**src/hw/tkscn_params.svh**
```systemverilog
// constants of the touch-key scan-mode controller
`ifndef TKSCN_PARAMS_SVH
`define TKSCN_PARAMS_SVH
`define TKSCN_KEYS 16
`define TKSCN_KEY_W 4
`define TKSCN_TOUCH_THRESHOLD_LEVEL_W 3
`define TKSCN_TOUCH_THRESHOLD_LEVEL_MAX 3'h7
`define TKSCN_TOUCH_THRESHOLD_LEVEL_RST 3'h4
`define TKSCN_SLOW_DIV 4
`define TKSCN_PHASE_W 2
`define TKSCN_GREEN_MIN 8
`define TKSCN_THRESHOLD_RESISTOR_PAD_WAIT 8
`define TKSCN_THRESHOLD_RESISTOR_PAD_CNT_W 4
`define TKSCN_ADDR_W 5
`define TKSCN_OFF_CTRL 5'h00
`define TKSCN_OFF_LEVEL 5'h04
`define TKSCN_OFF_STATUS 5'h08
`define TKSCN_OFF_KEYS 5'h0C
`define TKSCN_OFF_IRQ_STAT 5'h10
`define TKSCN_OFF_IRQ_MASK 5'h14
`define TKSCN_CTRL_EN 0
`define TKSCN_CTRL_SLOW 1
`define TKSCN_STAT_MODE_LO 0
`define TKSCN_STAT_MODE_W 2
`define TKSCN_STAT_ANTI 2
`define TKSCN_STAT_THRESHOLD_RESISTOR_PAD_RDY 3
`define TKSCN_STAT_THRESHOLD_RESISTOR_PAD_LO 4
`define TKSCN_IRQ_WAKE 0
`define TKSCN_IRQ_KEY 1
`define TKSCN_IRQ_W 2
`define TKSCN_DEF_KEY_CFG 16'hFFFF
`define TKSCN_DEF_GROUP_SHIFT 2
`define TKSCN_FIRST_KEY 0
`endif

```
**src/hw/tkscn_pkg.sv**
```systemverilog
// types of the touch-key scan-mode controller
package tkscn_pkg;
   typedef enum logic [1:0] {TKSCN_NORMAL, TKSCN_SLOW, TKSCN_GREEN} tkscn_mode_e;
   typedef enum logic [1:0] {TKSCN_HYST_OFF, TKSCN_HYST_SMALL, TKSCN_HYST_LARGE} tkscn_hyst_e;
endpackage

```
**src/hw/tkscn_scan_sched.sv**
```systemverilog
// frame phase counter and per-key scan selection
`timescale 1ns/1ps
`include "tkscn_params.svh"
module tkscn_scan_sched #(
   parameter int GROUP_SHIFT = `TKSCN_DEF_GROUP_SHIFT
) (
   input wire logic clk_sys_in,
   input wire logic reset_in,
   input wire logic frame_tick_in,
   input wire logic run_in,
   input wire tkscn_pkg::tkscn_mode_e mode_in,
   input wire logic [`TKSCN_KEYS-1:0] key_cfg_in,
   output logic [`TKSCN_KEYS-1:0] scan_keys_out
);
   logic [`TKSCN_PHASE_W-1:0] phase_ff;
   logic [`TKSCN_PHASE_W-1:0] nxt_phase;
   logic [`TKSCN_KEYS-1:0] scan_keys_ff;
   logic [`TKSCN_KEYS-1:0] nxt_scan_keys;
   logic [`TKSCN_KEYS-1:0] slot_hit;

   // slot of each key within the four-frame cycle
   for (genvar i = 0; i < `TKSCN_KEYS; i++)
   begin : g_slot
      localparam logic [`TKSCN_PHASE_W-1:0] SLOT_SLOW = (`TKSCN_PHASE_W)'(i % `TKSCN_SLOW_DIV);
      localparam logic [`TKSCN_PHASE_W-1:0] SLOT_GRN =
         (`TKSCN_PHASE_W)'((i >> GROUP_SHIFT) % `TKSCN_SLOW_DIV);
      assign slot_hit[i] = (mode_in == tkscn_pkg::TKSCN_NORMAL) ||
                           ((mode_in == tkscn_pkg::TKSCN_SLOW) && (phase_ff == SLOT_SLOW)) ||
                           ((mode_in == tkscn_pkg::TKSCN_GREEN) && (phase_ff == SLOT_GRN));
   end

   always_comb
   begin
      nxt_phase = phase_ff;
      if (!run_in)
         nxt_phase = '0;
      else if (frame_tick_in)
         nxt_phase = phase_ff + (`TKSCN_PHASE_W)'(1);
      nxt_scan_keys = run_in ? (slot_hit & key_cfg_in) : '0;
   end

   always_ff @(posedge clk_sys_in)
   begin
      if (reset_in)
      begin
         phase_ff <= '0;
         scan_keys_ff <= '0;
      end
      else
      begin
         phase_ff <= nxt_phase;
         scan_keys_ff <= nxt_scan_keys;
      end
   end

   assign scan_keys_out = scan_keys_ff;
endmodule

```
**src/hw/tkscn_hyst.sv**
```systemverilog
// effective detection threshold with hysteresis applied
`timescale 1ns/1ps
`include "tkscn_params.svh"
module tkscn_hyst (
   input wire logic [`TKSCN_TOUCH_THRESHOLD_LEVEL_W-1:0] level_in,
   input wire tkscn_pkg::tkscn_hyst_e hyst_in,
   input wire logic any_pressed_in,
   output logic [`TKSCN_TOUCH_THRESHOLD_LEVEL_W-1:0] level_out,
   output logic halve_out
);
   always_comb
   begin
      level_out = level_in;
      halve_out = 1'b0;
      if (any_pressed_in)
      begin
         unique case (hyst_in)
            tkscn_pkg::TKSCN_HYST_SMALL:
            begin
               // saturate at the least sensitive code
               if (level_in != `TKSCN_TOUCH_THRESHOLD_LEVEL_MAX)
                  level_out = level_in + (`TKSCN_TOUCH_THRESHOLD_LEVEL_W)'(1);
            end
            tkscn_pkg::TKSCN_HYST_LARGE:
               halve_out = 1'b1;
            default:
               level_out = level_in;
         endcase
      end
   end
endmodule

```
**src/hw/tkscn_ctrl.sv**
```systemverilog
// touch-key scan mode, wake-up, reporting and register block
// Functional notes
// - normal scanning by default; slow scan when software writes slow-scan select 1
// - slow mode scans each key once every four frames
// - confirmed press in slow modes returns to normal, hardware clears slow select
// - up to 16 keys, fixed by build-time key configuration mask
// - over 8 keys with green option: slow select enters slow-green mode
// - normal mode scans every configured key each frame
// - slow-green scans groups of 2 or 4 keys, each group every 4 frames
// - unconfirmed touch leaves slow mode and slow select unchanged
// - build option: wake by any key or only the first touch key
// - build option: single-key or multi-key reporting
// - 3-bit threshold level, 000 most sensitive, 111 least
// - build option enables anti-coupling between neighbouring keys
// - hysteresis while pressed: one level less sensitive, or halved threshold
// - touch function runs only while touch enable bit is 1
`timescale 1ns/1ps
`include "tkscn_params.svh"
module tkscn_ctrl #(
   parameter logic [`TKSCN_KEYS-1:0] KEY_CFG = `TKSCN_DEF_KEY_CFG,
   parameter bit GREEN_OPT = 1'b0,
   parameter int GROUP_SHIFT = `TKSCN_DEF_GROUP_SHIFT,
   parameter bit WAKE_FIRST_ONLY = 1'b0,
   parameter bit SINGLE_KEY = 1'b0,
   parameter bit ANTI_COUPLING = 1'b0,
   parameter tkscn_pkg::tkscn_hyst_e HYST = tkscn_pkg::TKSCN_HYST_OFF
) (
   input wire logic clk_sys_in,
   input wire logic reset_in,
   input wire logic [`TKSCN_ADDR_W-1:0] address_in,
   input wire logic read_in,
   input wire logic write_in,
   input wire logic [31:0] writedata_in,
   input wire logic [3:0] byteenable_in,
   output logic [31:0] readdata_out,
   output logic waitrequest_out,
   input wire logic frame_tick_in,
   input wire logic [`TKSCN_KEYS-1:0] key_press_in,
   input wire logic [`TKSCN_TOUCH_THRESHOLD_LEVEL_W-1:0] threshold_resistor_code_in,
   output logic [`TKSCN_KEYS-1:0] scan_keys_out,
   output logic [1:0] scan_mode_out,
   output logic touch_run_out,
   output logic [`TKSCN_TOUCH_THRESHOLD_LEVEL_W-1:0] threshold_level_out,
   output logic threshold_halve_out,
   output logic anti_coupling_out,
   output logic [`TKSCN_KEYS-1:0] key_state_out,
   output logic irq_out
);
   localparam int CFG_KEYS = $countones(KEY_CFG);
   localparam bit GREEN_OK = GREEN_OPT && (CFG_KEYS > `TKSCN_GREEN_MIN);

   // bus slave state
   logic waitreq_ff;
   logic nxt_waitreq;
   logic [31:0] rdata_ff;
   logic [31:0] nxt_rdata;
   logic wr_go;
   logic wr_lane0;

   // control and mode state
   logic touch_enable_bit_ff;
   logic nxt_touch_enable_bit;
   logic slow_scan_select_ff;
   logic nxt_slow_scan_select;
   logic [`TKSCN_TOUCH_THRESHOLD_LEVEL_W-1:0] touch_threshold_level_ff;
   logic [`TKSCN_TOUCH_THRESHOLD_LEVEL_W-1:0] nxt_touch_threshold_level;
   tkscn_pkg::tkscn_mode_e mode_ff;
   tkscn_pkg::tkscn_mode_e nxt_mode;

   // key reporting state
   logic [`TKSCN_KEYS-1:0] key_state_ff;
   logic [`TKSCN_KEYS-1:0] nxt_key_state;
   logic [`TKSCN_KEYS-1:0] press_cfg;
   logic [`TKSCN_KEYS-1:0] lowest_press;
   logic wake_hit;
   logic wake_evt;

   // threshold outputs
   logic [`TKSCN_TOUCH_THRESHOLD_LEVEL_W-1:0] thr_level_ff;
   logic [`TKSCN_TOUCH_THRESHOLD_LEVEL_W-1:0] thr_level_comb;
   logic thr_halve_ff;
   logic thr_halve_comb;

   // build option echoed on a pin
   logic anti_ff;
   logic nxt_anti;

   // resistor code capture after power-on
   logic [`TKSCN_THRESHOLD_RESISTOR_PAD_CNT_W-1:0] threshold_resistor_pad_cnt_ff;
   logic [`TKSCN_THRESHOLD_RESISTOR_PAD_CNT_W-1:0] nxt_threshold_resistor_pad_cnt;
   logic threshold_resistor_pad_rdy;
   logic [`TKSCN_TOUCH_THRESHOLD_LEVEL_W-1:0] threshold_resistor_pad_code_ff;
   logic [`TKSCN_TOUCH_THRESHOLD_LEVEL_W-1:0] nxt_threshold_resistor_pad_code;

   // interrupts
   logic [`TKSCN_IRQ_W-1:0] irq_stat_ff;
   logic [`TKSCN_IRQ_W-1:0] nxt_irq_stat;
   logic [`TKSCN_IRQ_W-1:0] irq_mask_ff;
   logic [`TKSCN_IRQ_W-1:0] nxt_irq_mask;
   logic [`TKSCN_IRQ_W-1:0] irq_evt;
   logic irq_ff;
   logic nxt_irq;

   tkscn_scan_sched #(
      .GROUP_SHIFT(GROUP_SHIFT)
   ) u_sched (
      .clk_sys_in(clk_sys_in),
      .reset_in(reset_in),
      .frame_tick_in(frame_tick_in),
      .run_in(touch_enable_bit_ff),
      .mode_in(mode_ff),
      .key_cfg_in(KEY_CFG),
      .scan_keys_out(scan_keys_out)
   );

   tkscn_hyst u_hyst (
      .level_in(touch_threshold_level_ff),
      .hyst_in(HYST),
      .any_pressed_in(|key_state_ff),
      .level_out(thr_level_comb),
      .halve_out(thr_halve_comb)
   );

   // bus slave: one wait cycle, then the access completes
   always_comb
   begin
      nxt_waitreq = 1'b1;
      nxt_rdata = rdata_ff;
      if ((read_in || write_in) && waitreq_ff)
      begin
         nxt_waitreq = 1'b0;
         nxt_rdata = '0;
         if (read_in)
         begin
            unique case (address_in)
               `TKSCN_OFF_CTRL:
               begin
                  nxt_rdata[`TKSCN_CTRL_EN] = touch_enable_bit_ff;
                  nxt_rdata[`TKSCN_CTRL_SLOW] = slow_scan_select_ff;
               end
               `TKSCN_OFF_LEVEL:
                  nxt_rdata[`TKSCN_TOUCH_THRESHOLD_LEVEL_W-1:0] = touch_threshold_level_ff;
               `TKSCN_OFF_STATUS:
               begin
                  nxt_rdata[`TKSCN_STAT_MODE_LO +: `TKSCN_STAT_MODE_W] = mode_ff;
                  nxt_rdata[`TKSCN_STAT_ANTI] = ANTI_COUPLING;
                  nxt_rdata[`TKSCN_STAT_THRESHOLD_RESISTOR_PAD_RDY] = threshold_resistor_pad_rdy;
                  nxt_rdata[`TKSCN_STAT_THRESHOLD_RESISTOR_PAD_LO +: `TKSCN_TOUCH_THRESHOLD_LEVEL_W] = threshold_resistor_pad_code_ff;
               end
               `TKSCN_OFF_KEYS:
                  nxt_rdata[`TKSCN_KEYS-1:0] = key_state_ff;
               `TKSCN_OFF_IRQ_STAT:
                  nxt_rdata[`TKSCN_IRQ_W-1:0] = irq_stat_ff;
               `TKSCN_OFF_IRQ_MASK:
                  nxt_rdata[`TKSCN_IRQ_W-1:0] = irq_mask_ff;
               default:
                  nxt_rdata = '0;
            endcase
         end
      end
   end

   assign wr_go = write_in && !waitreq_ff;
   assign wr_lane0 = wr_go && byteenable_in[0];

   // keys pressed among the configured pins only
   assign press_cfg = touch_enable_bit_ff ? (key_press_in & KEY_CFG) : '0;
   assign lowest_press = press_cfg & (~press_cfg + (`TKSCN_KEYS)'(1));

   // a confirmed press wakes; optionally only the first touch key
   assign wake_hit = WAKE_FIRST_ONLY ? press_cfg[`TKSCN_FIRST_KEY] : (|press_cfg);

   // wake counts only while scanning slowly
   assign wake_evt = (mode_ff != tkscn_pkg::TKSCN_NORMAL) && wake_hit;

   // key reporting: single-key holds the first key until release
   always_comb
   begin
      nxt_key_state = press_cfg;
      if (SINGLE_KEY)
      begin
         if ((key_state_ff & press_cfg) != '0)
            nxt_key_state = key_state_ff & press_cfg;
         else
            nxt_key_state = lowest_press;
      end
   end

   // control register, slow select and threshold level
   always_comb
   begin
      nxt_touch_enable_bit = touch_enable_bit_ff;
      nxt_slow_scan_select = slow_scan_select_ff;
      nxt_touch_threshold_level = touch_threshold_level_ff;
      // a press confirmed while slow clears the select bit
      if (wake_evt)
         nxt_slow_scan_select = 1'b0;
      if (wr_lane0 && (address_in == `TKSCN_OFF_CTRL))
      begin
         nxt_touch_enable_bit = writedata_in[`TKSCN_CTRL_EN];
         nxt_slow_scan_select = writedata_in[`TKSCN_CTRL_SLOW];
      end
      if (wr_lane0 && (address_in == `TKSCN_OFF_LEVEL))
         nxt_touch_threshold_level = writedata_in[`TKSCN_TOUCH_THRESHOLD_LEVEL_W-1:0];
   end

   // scan mode follows the select bit; no press keeps it unchanged
   always_comb
   begin
      nxt_mode = tkscn_pkg::TKSCN_NORMAL;
      if (nxt_touch_enable_bit && nxt_slow_scan_select)
         nxt_mode = GREEN_OK ? tkscn_pkg::TKSCN_GREEN : tkscn_pkg::TKSCN_SLOW;
   end

   // resistor code becomes valid a fixed wait after reset
   always_comb
   begin
      nxt_threshold_resistor_pad_cnt = threshold_resistor_pad_cnt_ff;
      nxt_threshold_resistor_pad_code = threshold_resistor_pad_code_ff;
      if (!threshold_resistor_pad_rdy)
         nxt_threshold_resistor_pad_cnt = threshold_resistor_pad_cnt_ff + (`TKSCN_THRESHOLD_RESISTOR_PAD_CNT_W)'(1);
      else
         nxt_threshold_resistor_pad_code = threshold_resistor_code_in;
   end
   // ready once the power-on wait has run out
   assign threshold_resistor_pad_rdy = (threshold_resistor_pad_cnt_ff == (`TKSCN_THRESHOLD_RESISTOR_PAD_CNT_W)'(`TKSCN_THRESHOLD_RESISTOR_PAD_WAIT));

   // sticky events, write one to clear, set beats clear
   assign irq_evt[`TKSCN_IRQ_WAKE] = wake_evt;
   assign irq_evt[`TKSCN_IRQ_KEY] = (nxt_key_state != key_state_ff);
   always_comb
   begin
      nxt_irq_stat = irq_stat_ff;
      nxt_irq_mask = irq_mask_ff;
      if (wr_lane0 && (address_in == `TKSCN_OFF_IRQ_STAT))
         nxt_irq_stat = irq_stat_ff & ~writedata_in[`TKSCN_IRQ_W-1:0];
      if (wr_lane0 && (address_in == `TKSCN_OFF_IRQ_MASK))
         nxt_irq_mask = writedata_in[`TKSCN_IRQ_W-1:0];
      nxt_irq_stat = nxt_irq_stat | irq_evt;
      nxt_irq = |(nxt_irq_stat & nxt_irq_mask);
   end

   // bus slave registers
   always_ff @(posedge clk_sys_in)
   begin
      if (reset_in)
      begin
         waitreq_ff <= 1'b1;
         rdata_ff <= '0;
      end
      else
      begin
         waitreq_ff <= nxt_waitreq;
         rdata_ff <= nxt_rdata;
      end
   end

   // control and mode registers
   always_ff @(posedge clk_sys_in)
   begin
      if (reset_in)
      begin
         touch_enable_bit_ff <= 1'b0;
         slow_scan_select_ff <= 1'b0;
         touch_threshold_level_ff <= `TKSCN_TOUCH_THRESHOLD_LEVEL_RST;
         mode_ff <= tkscn_pkg::TKSCN_NORMAL;
      end
      else
      begin
         touch_enable_bit_ff <= nxt_touch_enable_bit;
         slow_scan_select_ff <= nxt_slow_scan_select;
         touch_threshold_level_ff <= nxt_touch_threshold_level;
         mode_ff <= nxt_mode;
      end
   end

   // key state and threshold registers
   always_ff @(posedge clk_sys_in)
   begin
      if (reset_in)
      begin
         key_state_ff <= '0;
         thr_level_ff <= `TKSCN_TOUCH_THRESHOLD_LEVEL_RST;
         thr_halve_ff <= 1'b0;
      end
      else
      begin
         key_state_ff <= nxt_key_state;
         thr_level_ff <= thr_level_comb;
         thr_halve_ff <= thr_halve_comb;
      end
   end

   // resistor code registers
   always_ff @(posedge clk_sys_in)
   begin
      if (reset_in)
      begin
         threshold_resistor_pad_cnt_ff <= '0;
         threshold_resistor_pad_code_ff <= '0;
      end
      else
      begin
         threshold_resistor_pad_cnt_ff <= nxt_threshold_resistor_pad_cnt;
         threshold_resistor_pad_code_ff <= nxt_threshold_resistor_pad_code;
      end
   end

   // interrupt registers
   always_ff @(posedge clk_sys_in)
   begin
      if (reset_in)
      begin
         irq_stat_ff <= '0;
         irq_mask_ff <= '0;
         irq_ff <= 1'b0;
      end
      else
      begin
         irq_stat_ff <= nxt_irq_stat;
         irq_mask_ff <= nxt_irq_mask;
         irq_ff <= nxt_irq;
      end
   end

   assign nxt_anti = ANTI_COUPLING;

   always_ff @(posedge clk_sys_in)
   begin
      if (reset_in)
         anti_ff <= 1'b0;
      else
         anti_ff <= nxt_anti;
   end

   // all outputs come straight from registers
   assign readdata_out = rdata_ff;
   assign anti_coupling_out = anti_ff;
   assign waitrequest_out = waitreq_ff;
   assign scan_mode_out = mode_ff;
   assign touch_run_out = touch_enable_bit_ff;
   assign threshold_level_out = thr_level_ff;
   assign threshold_halve_out = thr_halve_ff;
   assign key_state_out = key_state_ff;
   assign irq_out = irq_ff;
endmodule

```
**config.mk**
```make
export PLATFORM = sky130hd
export DESIGN_NAME = tkscn_ctrl
export DESIGN_NICKNAME = d
export VERILOG_FILES = /design/src/hw/tkscn_pkg.sv /design/src/hw/tkscn_scan_sched.sv /design/src/hw/tkscn_hyst.sv /design/src/hw/tkscn_ctrl.sv
export VERILOG_INCLUDE_DIRS = /design/src /design/src/hw
export SDC_FILE = /design/constraint.sdc
export NUM_CORES = 1
export LEC_CHECK = 0
export BUFFER_PORTS_ARGS = -buffer_cell sky130_fd_sc_hd__buf_2
export CORE_ASPECT_RATIO = 1.5
export CORE_MARGIN = 2
export CORE_UTILIZATION = 50
export DETAILED_ROUTE_END_ITERATION = 6
export PLACE_DENSITY_LB_ADDON = 0.3
export SLEW_MARGIN = 20
export SYNTH_ARGS = -nofsm -noshare
export SYNTH_HDL_FRONTEND = slang
export SYNTH_SLANG_ARGS = --single-unit
```
**constraint.sdc**
```tcl
create_clock -name clk_sys_in -period 3.01 [get_ports clk_sys_in]
set_input_delay 0.602 -clock clk_sys_in [delete_from_list [all_inputs] [get_ports clk_sys_in]]
set_output_delay 0.602 -clock clk_sys_in [all_outputs]
set_load 0.03 [all_outputs]
```
==> results of run 1 <==
cells by family after synthesis:
logic type	synth area share [%]
xor+xnor	3.651
mux	4.694
simple gates	21.43
flops	41.72
buf+inv	11.65
compound gates	14.12
other cells	0.1303
fa+ha+maj	2.607
worst max-delay path, stage by stage (launching register included):
cell and delay [ns]:
dfxtp_1 0.79, nor4bb_1 0.30, a22oi_1 0.11, a22o_1 0.20, nor4_1 0.44, o211ai_1 0.19
flip-flops by register name (all words and copies together), names as in the netlist:
name and flops:
threshold_resistor_pad_cnt_ff 4, scan_mode_out 1, irq_out 1, u_sched.scan_keys_out 4, irq_stat_ff 2, threshold_level_out 3
threshold_resistor_pad_code_ff 3, slow_scan_select_ff 1, readdata_out 16, irq_mask_ff 2, touch_threshold_level_ff 3, touch_run_out 1
u_sched.phase_ff 2, key_state_out 16, waitrequest_out 1
area by class of cell:
cell class	instances	area [um2]	share of cell area [%]
Inverter	12	45.04	1.328
Clock inverter	1	5.005	0.1476
Sequential cell	60	1201	35.42
Clock buffer	15	176.4	5.203
Timing Repair Buffer	91	465.4	13.73
Multi-Input combinational cell	222	1410	41.59
Tap cell	70	87.58	2.583
metrics by stage:
stage                     power [W]  area [um2]  cells
after floorplan           0.0009203        2947    337
after global placement    0.0009474        3209    455
after detailed placement  0.0009502        3209    455
after CTS                  0.001607        3391    471
after global routing       0.001656        3391    471
final                      0.001597        3391    471
cell usage in the layout (no fill, tap or decap), drive strengths merged, types with 3 or more instances in the layout:
master	synthesis	layout
nor3	5	5
xnor2	7	7
nor4	5	5
nor2	35	35
xor2	5	5
nand3	4	4
nand2	19	19
a21oi	13	13
inv	12	12
nand4	7	7
a22oi	15	15
conb	1	19
and2	16	16
nor2b	3	3
a222oi	4	4
mux2i	9	9
o22ai	4	4
dfxtp	60	60
ha	6	6
nand3b	6	6
clkbuf	5	15
o21ai	10	10
or2	3	3
buf	38	91
per-layer routing:
layer  track usage [%]  up-vias  wire [um]
li1                  -     1223          -
met1             24.93     1185       2592
met2             37.14       90       3526
met3             4.651       11        410
met4             12.72        0        156
met5                 0        -          0
worst paths after layout:
check / start / slack [ns] / to
setup / recovery: touch_run_out$_SDFF_PP0_ / 0.85 / irq_out$_SDFF_PP0_
hold reg to reg: threshold_resistor_pad_code_ff[1]$_SDFFE_PP0P_ / 0.46 / threshold_resistor_pad_code_ff[1]$_SDFFE_PP0P_
setup reg to reg: touch_run_out$_SDFF_PP0_ / 0.85 / irq_out$_SDFF_PP0_
hold / removal: threshold_resistor_pad_code_ff[1]$_SDFFE_PP0P_ / 0.46 / threshold_resistor_pad_code_ff[1]$_SDFFE_PP0P_
power breakdown:
part | switching (W) | internal [W]
registers | 0.00000554 | 0.000800
logic | 0.0000905 | 0.0000387
clock network | 0.000296 | 0.000366
==> impl_metrics.env, run 1 <==
export IMPL_clock_sinks=60
export IMPL_post_synth_instance_area_um2=2879
export IMPL_worstPathRequired_ns=3.20
export IMPL_endpoint_kind="register"
export IMPL_utilization_after_layout_pct=61.28
export IMPL_initial_core_util_pct=52.04
export IMPL_finalSetupViolCount=0
export IMPL_final_setup_tns_ns=0
export IMPL_crit_path_start_kind="register"
export IMPL_top_level_ports=139
export IMPL_yosys_top_cells_area="dfxtp_1 (42%), buf_4 (8.1%), nor2_1 (4.6%)"
export IMPL_yosys_cell_types_count=48
export IMPL_tritoncts_clock_tree="built"
export IMPL_post_drt_via_cell_ratio=5.327
export IMPL_floorplan_die_area_um2=6393
export IMPL_cp_data_arrival_time_ns=2.36
export IMPL_grt_remaining_overflow=0
export IMPL_post_cts_resize_count=0
export IMPL_die_height_um=96.94
export IMPL_status="finished, final reports clean"
export IMPL_antenna_violations_before_repair=0
export IMPL_min_path_cells=2
export IMPL_dp_slack_ns=0.7758
export IMPL_gr_usage_all_layers_pct=22.04
export IMPL_worst_hold_path_type="register to register"
export IMPL_synth_seq_area_share_pct=41.72
export IMPL_nets=467
export IMPL_htree_num_levels=3
export IMPL_finalHoldViolCount=0
export IMPL_clock_latency_ns=0.34
export IMPL_synthToLayoutAreaGrowth_pct=17.77
export IMPL_cts_hold_buf=0
export IMPL_yosysMostFrequentCell="dfxtp_1"
export IMPL_count_of_antenna_violating_nets_left_after_detailed_routing=0
export IMPL_ys_flop_type="dfxtp_1"
export IMPL_filler_cell_count=521
export IMPL_postCtsSetupBuffers=0
export IMPL_die_width_um=65.96
export IMPL_global_placer_s_final_weighted_congestion=0.8263
export IMPL_ir_drop_uv=276.1
export IMPL_slew_limit_headroom_pct=51.83
export IMPL_post_synth_most_frequent_cells="dfxtp_1 (60), nor2_1 (35), buf_4 (31), nand2_1 (19), and2_1 (16)"
export IMPL_period_minus_slack_ns=2.165
export IMPL_wirelength_mm=6.685
export IMPL_inserted_diodes=0
export IMPL_cts_root_to_sink_buffers=2
export IMPL_fmax_mhz=461.9
export IMPL_drcViolationCount=0
export IMPL_r2r_worst_path_cells=5
export IMPL_drive_above_1_share_pct=29.18
export IMPL_finClkSkew_ns=0.008087
export IMPL_final_max_slew_violation_count=0
export IMPL_core_um2=5533
export IMPL_fin_worst_hold_slack_ns=0.4584
export IMPL_path_class="register to register"
export IMPL_dr_pass1_iters=4
export IMPL_min_period_over_period_pct=71.93
export IMPL_hpwlAfterDp_mm=4.861
export IMPL_synthesis_yosys_warnings=0
export IMPL_share_of_synthesized_registers_carrying_an_async_set_or_reset_pct=0
export IMPL_postSynthAreaPerCell_um2=9.025
export IMPL_first_global_vias=2344
export IMPL_post_drt_wl_per_cell_um=14.19
export IMPL_wire_length_of_the_first_global_routing_pass_mm=10.93
export IMPL_dr_total_vias=2509
export IMPL_cellPowerDensity_nw_per_um2=470.9
export IMPL_finalWorstSetupSlack_ns=0.8450
export IMPL_drv_max_cap_violation_count=0
export IMPL_clock_root_buffer="clkbuf_8"
export IMPL_syn_instance_count=319
export IMPL_leakage_nw=1.574
export IMPL_crit_fanout=25
export IMPL_synth_top_cell_area_share_pct=41.72
export IMPL_tightestPinTransition_ns=0.7216
export IMPL_io_buffer_count=87
export IMPL_grt_max_degree=40
export IMPL_clkSlewWorstSetupHoldPaths_ns=0.06
export IMPL_yosysTopAreaCell="dfxtp_1"
export IMPL_core_rowCount=33
export IMPL_synth_edff_count=0
export IMPL_dr_first_iter_drc_count=142
export IMPL_cts_inserted_buffers=9
export IMPL_ys_seq_elements=60
export IMPL_rsz0062_at_grt="false"
Power figures use the tool's default switching activity.
==> inputs of run 2 (changes only) <==
--- a/config.mk
+++ b/config.mk
@@ -9,7 +9,7 @@
 export BUFFER_PORTS_ARGS = -buffer_cell sky130_fd_sc_hd__buf_2
 export CORE_ASPECT_RATIO = 1.5
 export CORE_MARGIN = 2
-export CORE_UTILIZATION = 50
+export CORE_UTILIZATION = 46
 export DETAILED_ROUTE_END_ITERATION = 6
 export PLACE_DENSITY_LB_ADDON = 0.3
 export SLEW_MARGIN = 20
==> constraint.sdc (replaced) <==
create_clock -name clk_sys_in -period 2 [get_ports clk_sys_in]
set_input_delay 0.4 -clock clk_sys_in [delete_from_list [all_inputs] [get_ports clk_sys_in]]
set_output_delay 0.4 -clock clk_sys_in [all_outputs]
set_load 0.03 [all_outputs]
==> impl_metrics.env, run 2 (synthesis gave the netlist of run 1 again) <==
export IMPL_status="finished, final reports clean"
export IMPL_worst_r2r_endpoint="irq_out$_SDFF_PP0_"
export IMPL_holdPathEnd="touch_threshold_level_ff[2]$_SDFFE_PP1P_"
export IMPL_layout_commonest_cell="buf_2"
export IMPL_met2_length_mm=3.519
export IMPL_wire_length_of_the_first_global_routing_pass_mm=10.32
export IMPL_clock_latency_ns=0.34
export IMPL_tightestPinTransition_ns=0.4965
export IMPL_final_setup_tns_ns=0
export IMPL_core_rowCount=35
export IMPL_r2r_worst_path_cells=7
export IMPL_wirelength_mm=6.643
export IMPL_dr_total_vias=2552
export IMPL_grt_remaining_overflow=0
export IMPL_reg2reg_from="touch_run_out$_SDFF_PP0_"
export IMPL_rsz0062_at_grt="false"
export IMPL_die_height_um=100.9
export IMPL_count_of_antenna_violating_nets_left_after_detailed_routing=0
export IMPL_postCtsSetupBuffers=0
export IMPL_slew_limit_headroom_pct=66.78
export IMPL_min_period_over_period_pct=89.49
export IMPL_post_drt_wl_per_cell_um=13.78
export IMPL_floorplan_die_area_um2=6921
export IMPL_inserted_diodes=0
export IMPL_most_common_layout_cells="buf_2 (87), dfxtp_1 (60), nor2_1 (35)"
export IMPL_top_level_ports=139
export IMPL_fin_worst_hold_slack_ns=0.2911
export IMPL_hpwlAfterDp_mm=5.074
export IMPL_leakage_nw=1.619
export IMPL_io_buffer_count=87
export IMPL_period_minus_slack_ns=1.790
export IMPL_clock_root_buffer="clkbuf_8"
export IMPL_min_delay_start="writedata_in[2]"
export IMPL_dpl_cell_count=467
export IMPL_r2r_setup_slack_ns=0.21
export IMPL_tritoncts_clock_tree="built"
export IMPL_worstPathRequired_ns=2.20
export IMPL_final_cell_count_without_fillers=482
export IMPL_dr_first_iter_drc_count=130
export IMPL_first_global_vias=2245
export IMPL_maxUsedRoutingLayer="met4"
export IMPL_cts_root_to_sink_buffers=2
export IMPL_detail_route_wirelength_met1_mm=2.569
export IMPL_dp_slack_ns=0.1098
export IMPL_finalHoldViolCount=0
export IMPL_finalSetupViolCount=0
export IMPL_worst_hold_path_type="primary input to register"
export IMPL_finClkSkew_ns=0.006667
export IMPL_path_class="register to register"
export IMPL_synthToLayoutAreaGrowth_pct=20.56
export IMPL_global_placer_s_final_weighted_congestion=0.8496
export IMPL_die_width_um=68.60
export IMPL_cts_inserted_buffers=9
export IMPL_filler_cell_count=585
export IMPL_cts_hold_buf=0
export IMPL_detailroute_wirelength_met3_um=366
export IMPL_core_um2=6087
export IMPL_antenna_violations_before_repair=0
export IMPL_fmax_mhz=558.7
export IMPL_finalWorstSetupSlack_ns=0.2101
export IMPL_gr_usage_all_layers_pct=20.22
export IMPL_cellPowerDensity_nw_per_um2=708.9
export IMPL_initial_core_util_pct=47.30
export IMPL_cp_data_arrival_time_ns=1.99
export IMPL_endpoint_kind="register"
export IMPL_nets=475
export IMPL_power_w=0.002461
export IMPL_final_max_slew_violation_count=0
export IMPL_crit_fanout=8
export IMPL_crit_path_start_kind="register"
export IMPL_grt_max_degree=23
export IMPL_post_drt_via_cell_ratio=5.295
export IMPL_min_path_cells=3
export IMPL_dr_pass1_iters=5
export IMPL_post_cts_resize_count=0
export IMPL_clock_sinks=60
export IMPL_drcViolationCount=0
export IMPL_drv_max_cap_violation_count=0
export IMPL_ir_drop_uv=386.7
export IMPL_drive_above_1_share_pct=30.39
export IMPL_clkSlewWorstSetupHoldPaths_ns=0.07
export IMPL_htree_num_levels=3
run 2: through the flow:
step                utilization [%]  area [um2]
CTS                           57.02        3471
finish                        57.02        3471
global route                  57.02        3471
detailed placement            54.00        3287
global placement              54.00        3287
floorplan                         -        2947
run 2: power breakdown:
part,internal (W),switching [W]
Combinational,0.0000645,0.000138
Sequential,0.00120,0.00000839
Clock,0.000602,0.000444
Total,0.00187,0.000591
run 2: worst max-delay path by stage:
stage                        startpoint                                        to  slack, ns  cells after the start
2_1_floorplan  touch_run_out$_SDFF_PP0_                        irq_out$_SDFF_PP0_       0.28                      5
3_3_place_gp              address_in[4]                  touch_run_out$_SDFF_PP0_       0.13                      6
3_5_place_dp              address_in[4]  touch_threshold_level_ff[1]$_SDFFE_PP0P_       0.11                      5
4_1_cts        touch_run_out$_SDFF_PP0_                        irq_out$_SDFF_PP0_       0.22                      7
5_1_grt        touch_run_out$_SDFF_PP0_                        irq_out$_SDFF_PP0_       0.08                      7
6_report       touch_run_out$_SDFF_PP0_                        irq_out$_SDFF_PP0_       0.21                      7
run 2: area by class of cell:
type | instances | area (um2) | area share (%)
multi-input combinational | 222 | 1410 | 40.63
clock buffer | 13 | 148.9 | 4.290
inverter | 12 | 45.04 | 1.298
timing repair buffer | 99 | 538.0 | 15.50
clock inverter | 2 | 35.03 | 1.009
sequential | 60 | 1201 | 34.61
tap | 74 | 92.59 | 2.668
run 2: critical path: stages, from the launching register on:
cell       delay, ns
dfxtp_1         0.48
buf_4           0.21
nand4b_1        0.11
a2bb2oi_1       0.14
a22o_1          0.23
nor4_1          0.21
buf_4           0.17
o211ai_1        0.11
run 2: layer usage:
metal  vias to the layer above  track usage, %
li1                       1242               -
met1                      1197           21.88
met3                        16           4.022
met4                         0           12.77
met2                        97           34.54
met5                         -               0
==> inputs of run 3 (changes only) <==
--- a/config.mk
+++ b/config.mk
@@ -6,10 +6,11 @@
 export SDC_FILE = /design/constraint.sdc
 export NUM_CORES = 1
 export LEC_CHECK = 0
+export ABC_AREA = 1
 export BUFFER_PORTS_ARGS = -buffer_cell sky130_fd_sc_hd__buf_2
 export CORE_ASPECT_RATIO = 1.5
 export CORE_MARGIN = 2
-export CORE_UTILIZATION = 46
+export CORE_UTILIZATION = 47
 export DETAILED_ROUTE_END_ITERATION = 6
 export PLACE_DENSITY_LB_ADDON = 0.3
 export SLEW_MARGIN = 20
==> impl_metrics.env, run 3 <==
export IMPL_leakage_nw=1.769
export IMPL_synthesis_yosys_warnings=0
export IMPL_final_max_slew_violation_count=0
export IMPL_wire_length_of_the_first_global_routing_pass_mm=10.60
export IMPL_dp_slack_ns=0.2618
export IMPL_top_level_ports=139
export IMPL_global_placer_s_final_weighted_congestion=0.8987
export IMPL_most_common_layout_cells="nand2_1 (122), buf_2 (87), dfxtp_1 (60)"
export IMPL_cts_hold_buf=0
export IMPL_share_of_synthesized_registers_carrying_an_async_set_or_reset_pct=0
export IMPL_core_rowCount=35
export IMPL_drv_max_cap_violation_count=0
export IMPL_core_um2=6131
export IMPL_io_buffer_count=87
export IMPL_rsz0062_at_grt="false"
export IMPL_final_setup_tns_ns=0
export IMPL_antenna_violations_before_repair=0
export IMPL_post_drt_via_cell_ratio=4.808
export IMPL_drcViolationCount=0
export IMPL_yosys_top_cells_area="dfxtp_1 (40%), nand2_1 (15%), buf_4 (8.3%)"
export IMPL_synthToLayoutAreaGrowth_pct=17.58
export IMPL_cp_cell_sequence="buf_12, nand2_1, nand2_1, nand2_1, nor2_1, nand2_1, nor2_1, nand3_1, nand2_1, nand2_1"
export IMPL_synth_top_cell_area_share_pct=40.47
export IMPL_crit_path_start_kind="register"
export IMPL_cts_inserted_buffers=9
export IMPL_endpoint_kind="register"
export IMPL_die_width_um=68.88
export IMPL_path_class="register to register"
export IMPL_clkSlewWorstSetupHoldPaths_ns=0.07
export IMPL_layout_commonest_cell="nand2_1"
export IMPL_status="finished, final reports clean"
export IMPL_dr_pass1_iters=4
export IMPL_min_period_over_period_pct=73.94
export IMPL_synth_edff_count=0
export IMPL_cp_slowest_stage_delay_ns=0.38
export IMPL_yosysTopAreaCell="dfxtp_1"
export IMPL_synth_seq_area_share_pct=40.47
export IMPL_grt_remaining_overflow=0
export IMPL_slowest_cell_on_the_critical_path="dfxtp_1"
export IMPL_gr_usage_all_layers_pct=20.25
export IMPL_cts_root_to_sink_buffers=2
export IMPL_worst_path_buf_inv=1
export IMPL_post_synth_most_frequent_cells="nand2_1 (122), dfxtp_1 (60), nor2_1 (49), inv_1 (35), buf_4 (33)"
export IMPL_nets=564
export IMPL_dr_first_iter_drc_count=151
export IMPL_wirelength_mm=6.651
export IMPL_die_height_um=101.3
export IMPL_finalWorstSetupSlack_ns=0.5213
export IMPL_yosys_cell_types_count=32
export IMPL_cp_data_arrival_time_ns=1.70
export IMPL_ys_seq_elements=60
export IMPL_finClkSkew_ns=0.007995
export IMPL_clock_root_buffer="clkbuf_8"
export IMPL_filler_cell_count=608
export IMPL_cellPowerDensity_nw_per_um2=715.5
export IMPL_clock_sinks=60
export IMPL_fmax_mhz=676.3
export IMPL_postSynthAreaPerCell_um2=7.100
export IMPL_first_global_vias=2498
export IMPL_yosysMostFrequentCell="nand2_1"
export IMPL_post_synth_instance_area_um2=2968
export IMPL_post_cts_resize_count=0
export IMPL_inserted_diodes=0
export IMPL_postCtsSetupBuffers=0
export IMPL_worst_hold_path_type="primary input to register"
export IMPL_period_minus_slack_ns=1.479
export IMPL_hpwlAfterDp_mm=4.891
export IMPL_syn_instance_count=418
export IMPL_finalSetupViolCount=0
export IMPL_floorplan_die_area_um2=6979
export IMPL_dr_total_vias=2750
export IMPL_ys_flop_type="dfxtp_1"
export IMPL_post_drt_wl_per_cell_um=11.63
export IMPL_ir_drop_uv=482.9
export IMPL_grt_max_degree=42
export IMPL_count_of_antenna_violating_nets_left_after_detailed_routing=0
export IMPL_crit_fanout=41
export IMPL_initial_core_util_pct=48.41
export IMPL_clock_latency_ns=0.33
export IMPL_worst_path_dominant_cell_family="simple AND/OR/NAND/NOR gates"
export IMPL_finalHoldViolCount=0
export IMPL_drive_above_1_share_pct=23.90
export IMPL_worstPathRequired_ns=2.22
export IMPL_timing_critical_path_mode_cell="nand2_1"
export IMPL_tritoncts_clock_tree="built"
export IMPL_htree_num_levels=3
## run 3: changes by cell type after synthesis, moves of 6 or more
cell,delta
mux2i_1,-9
nand2_1,+103
xnor2_1,-6
a21oi_1,+10
and2_1,-15
nand3_1,+16
nor2_1,+14
a22oi_1,-15
o21ai_0,+7
inv_1,+24
## run 3: tightest hold or removal path, delay by kind of cell
family / cells / cell delay (ns)
AOI/OAI and AO/OA: 1 / 0.07
buffers and inverters: 1 / 0.07
and+or+nand+nor: 1 / 0.08
## run 3: cells by family after synthesis
group | Yosys count | synth area share, %
other cells | 1 | 0.1264
xor+xnor | 1 | 0.2952
simple gates | 221 | 32.42
fa+ha+maj | 6 | 2.529
flops | 60 | 40.47
buf+inv | 82 | 15.26
compound gates | 47 | 8.896
## run 3: layer usage
metal	routed length [um]	GRT usage, %
met4	165	9.955
met3	385	4.444
met5	0	0
met1	2798	22.78
met2	3300	35.06
## run 3: path summary, 6_finish.rpt
kind / from / endpoint / slack [ns] / cells after the start
setup / recovery: touch_run_out$_SDFF_PP0_ / irq_out$_SDFF_PP0_ / 0.52 / 10
hold / removal: threshold_resistor_code_in[1] / threshold_resistor_pad_code_ff[1]$_SDFFE_PP0P_ / 0.33 / 3
setup reg to reg: touch_run_out$_SDFF_PP0_ / irq_out$_SDFF_PP0_ / 0.52 / 10
hold reg to reg: readdata_out[11]$_SDFFE_PP0P_ / readdata_out[11]$_SDFFE_PP0P_ / 0.46 / 2
## run 3: area by class of cell
class	instances	area (um2)	share of cell area, %
Multi-Input combinational cell	294	1381	39.58
Sequential cell	60	1201	34.42
Clock inverter	5	50.05	1.434
Clock buffer	11	151.4	4.338
Timing Repair Buffer	90	470.5	13.48
Inverter	38	142.6	4.087
Tap cell	74	92.59	2.653
## run 3: power breakdown
group / total [W] / switching, W / internal (W)
logic: 0.000193 / 0.000145 / 0.0000486
clock network: 0.00109 / 0.000458 / 0.000634
registers: 0.00121 / 0.00000738 / 0.00120
total: 0.00250 / 0.000610 / 0.00189
## run 3: stage by stage
stage | cells | hold slack (ns) | util, % | total power (W) | cell area, um2
after floorplan | 436 | 0.4248 | - | 0.001387 | 3035
after global placement | 556 | 0.4491 | 53.63 | 0.001426 | 3288
after detailed placement | 556 | 0.4536 | 53.63 | 0.001430 | 3288
after CTS | 572 | 0.3163 | 56.92 | 0.002518 | 3490
after global routing | 572 | 0.3255 | 56.92 | 0.002590 | 3490
final | 572 | 0.3264 | 56.92 | 0.002497 | 3490
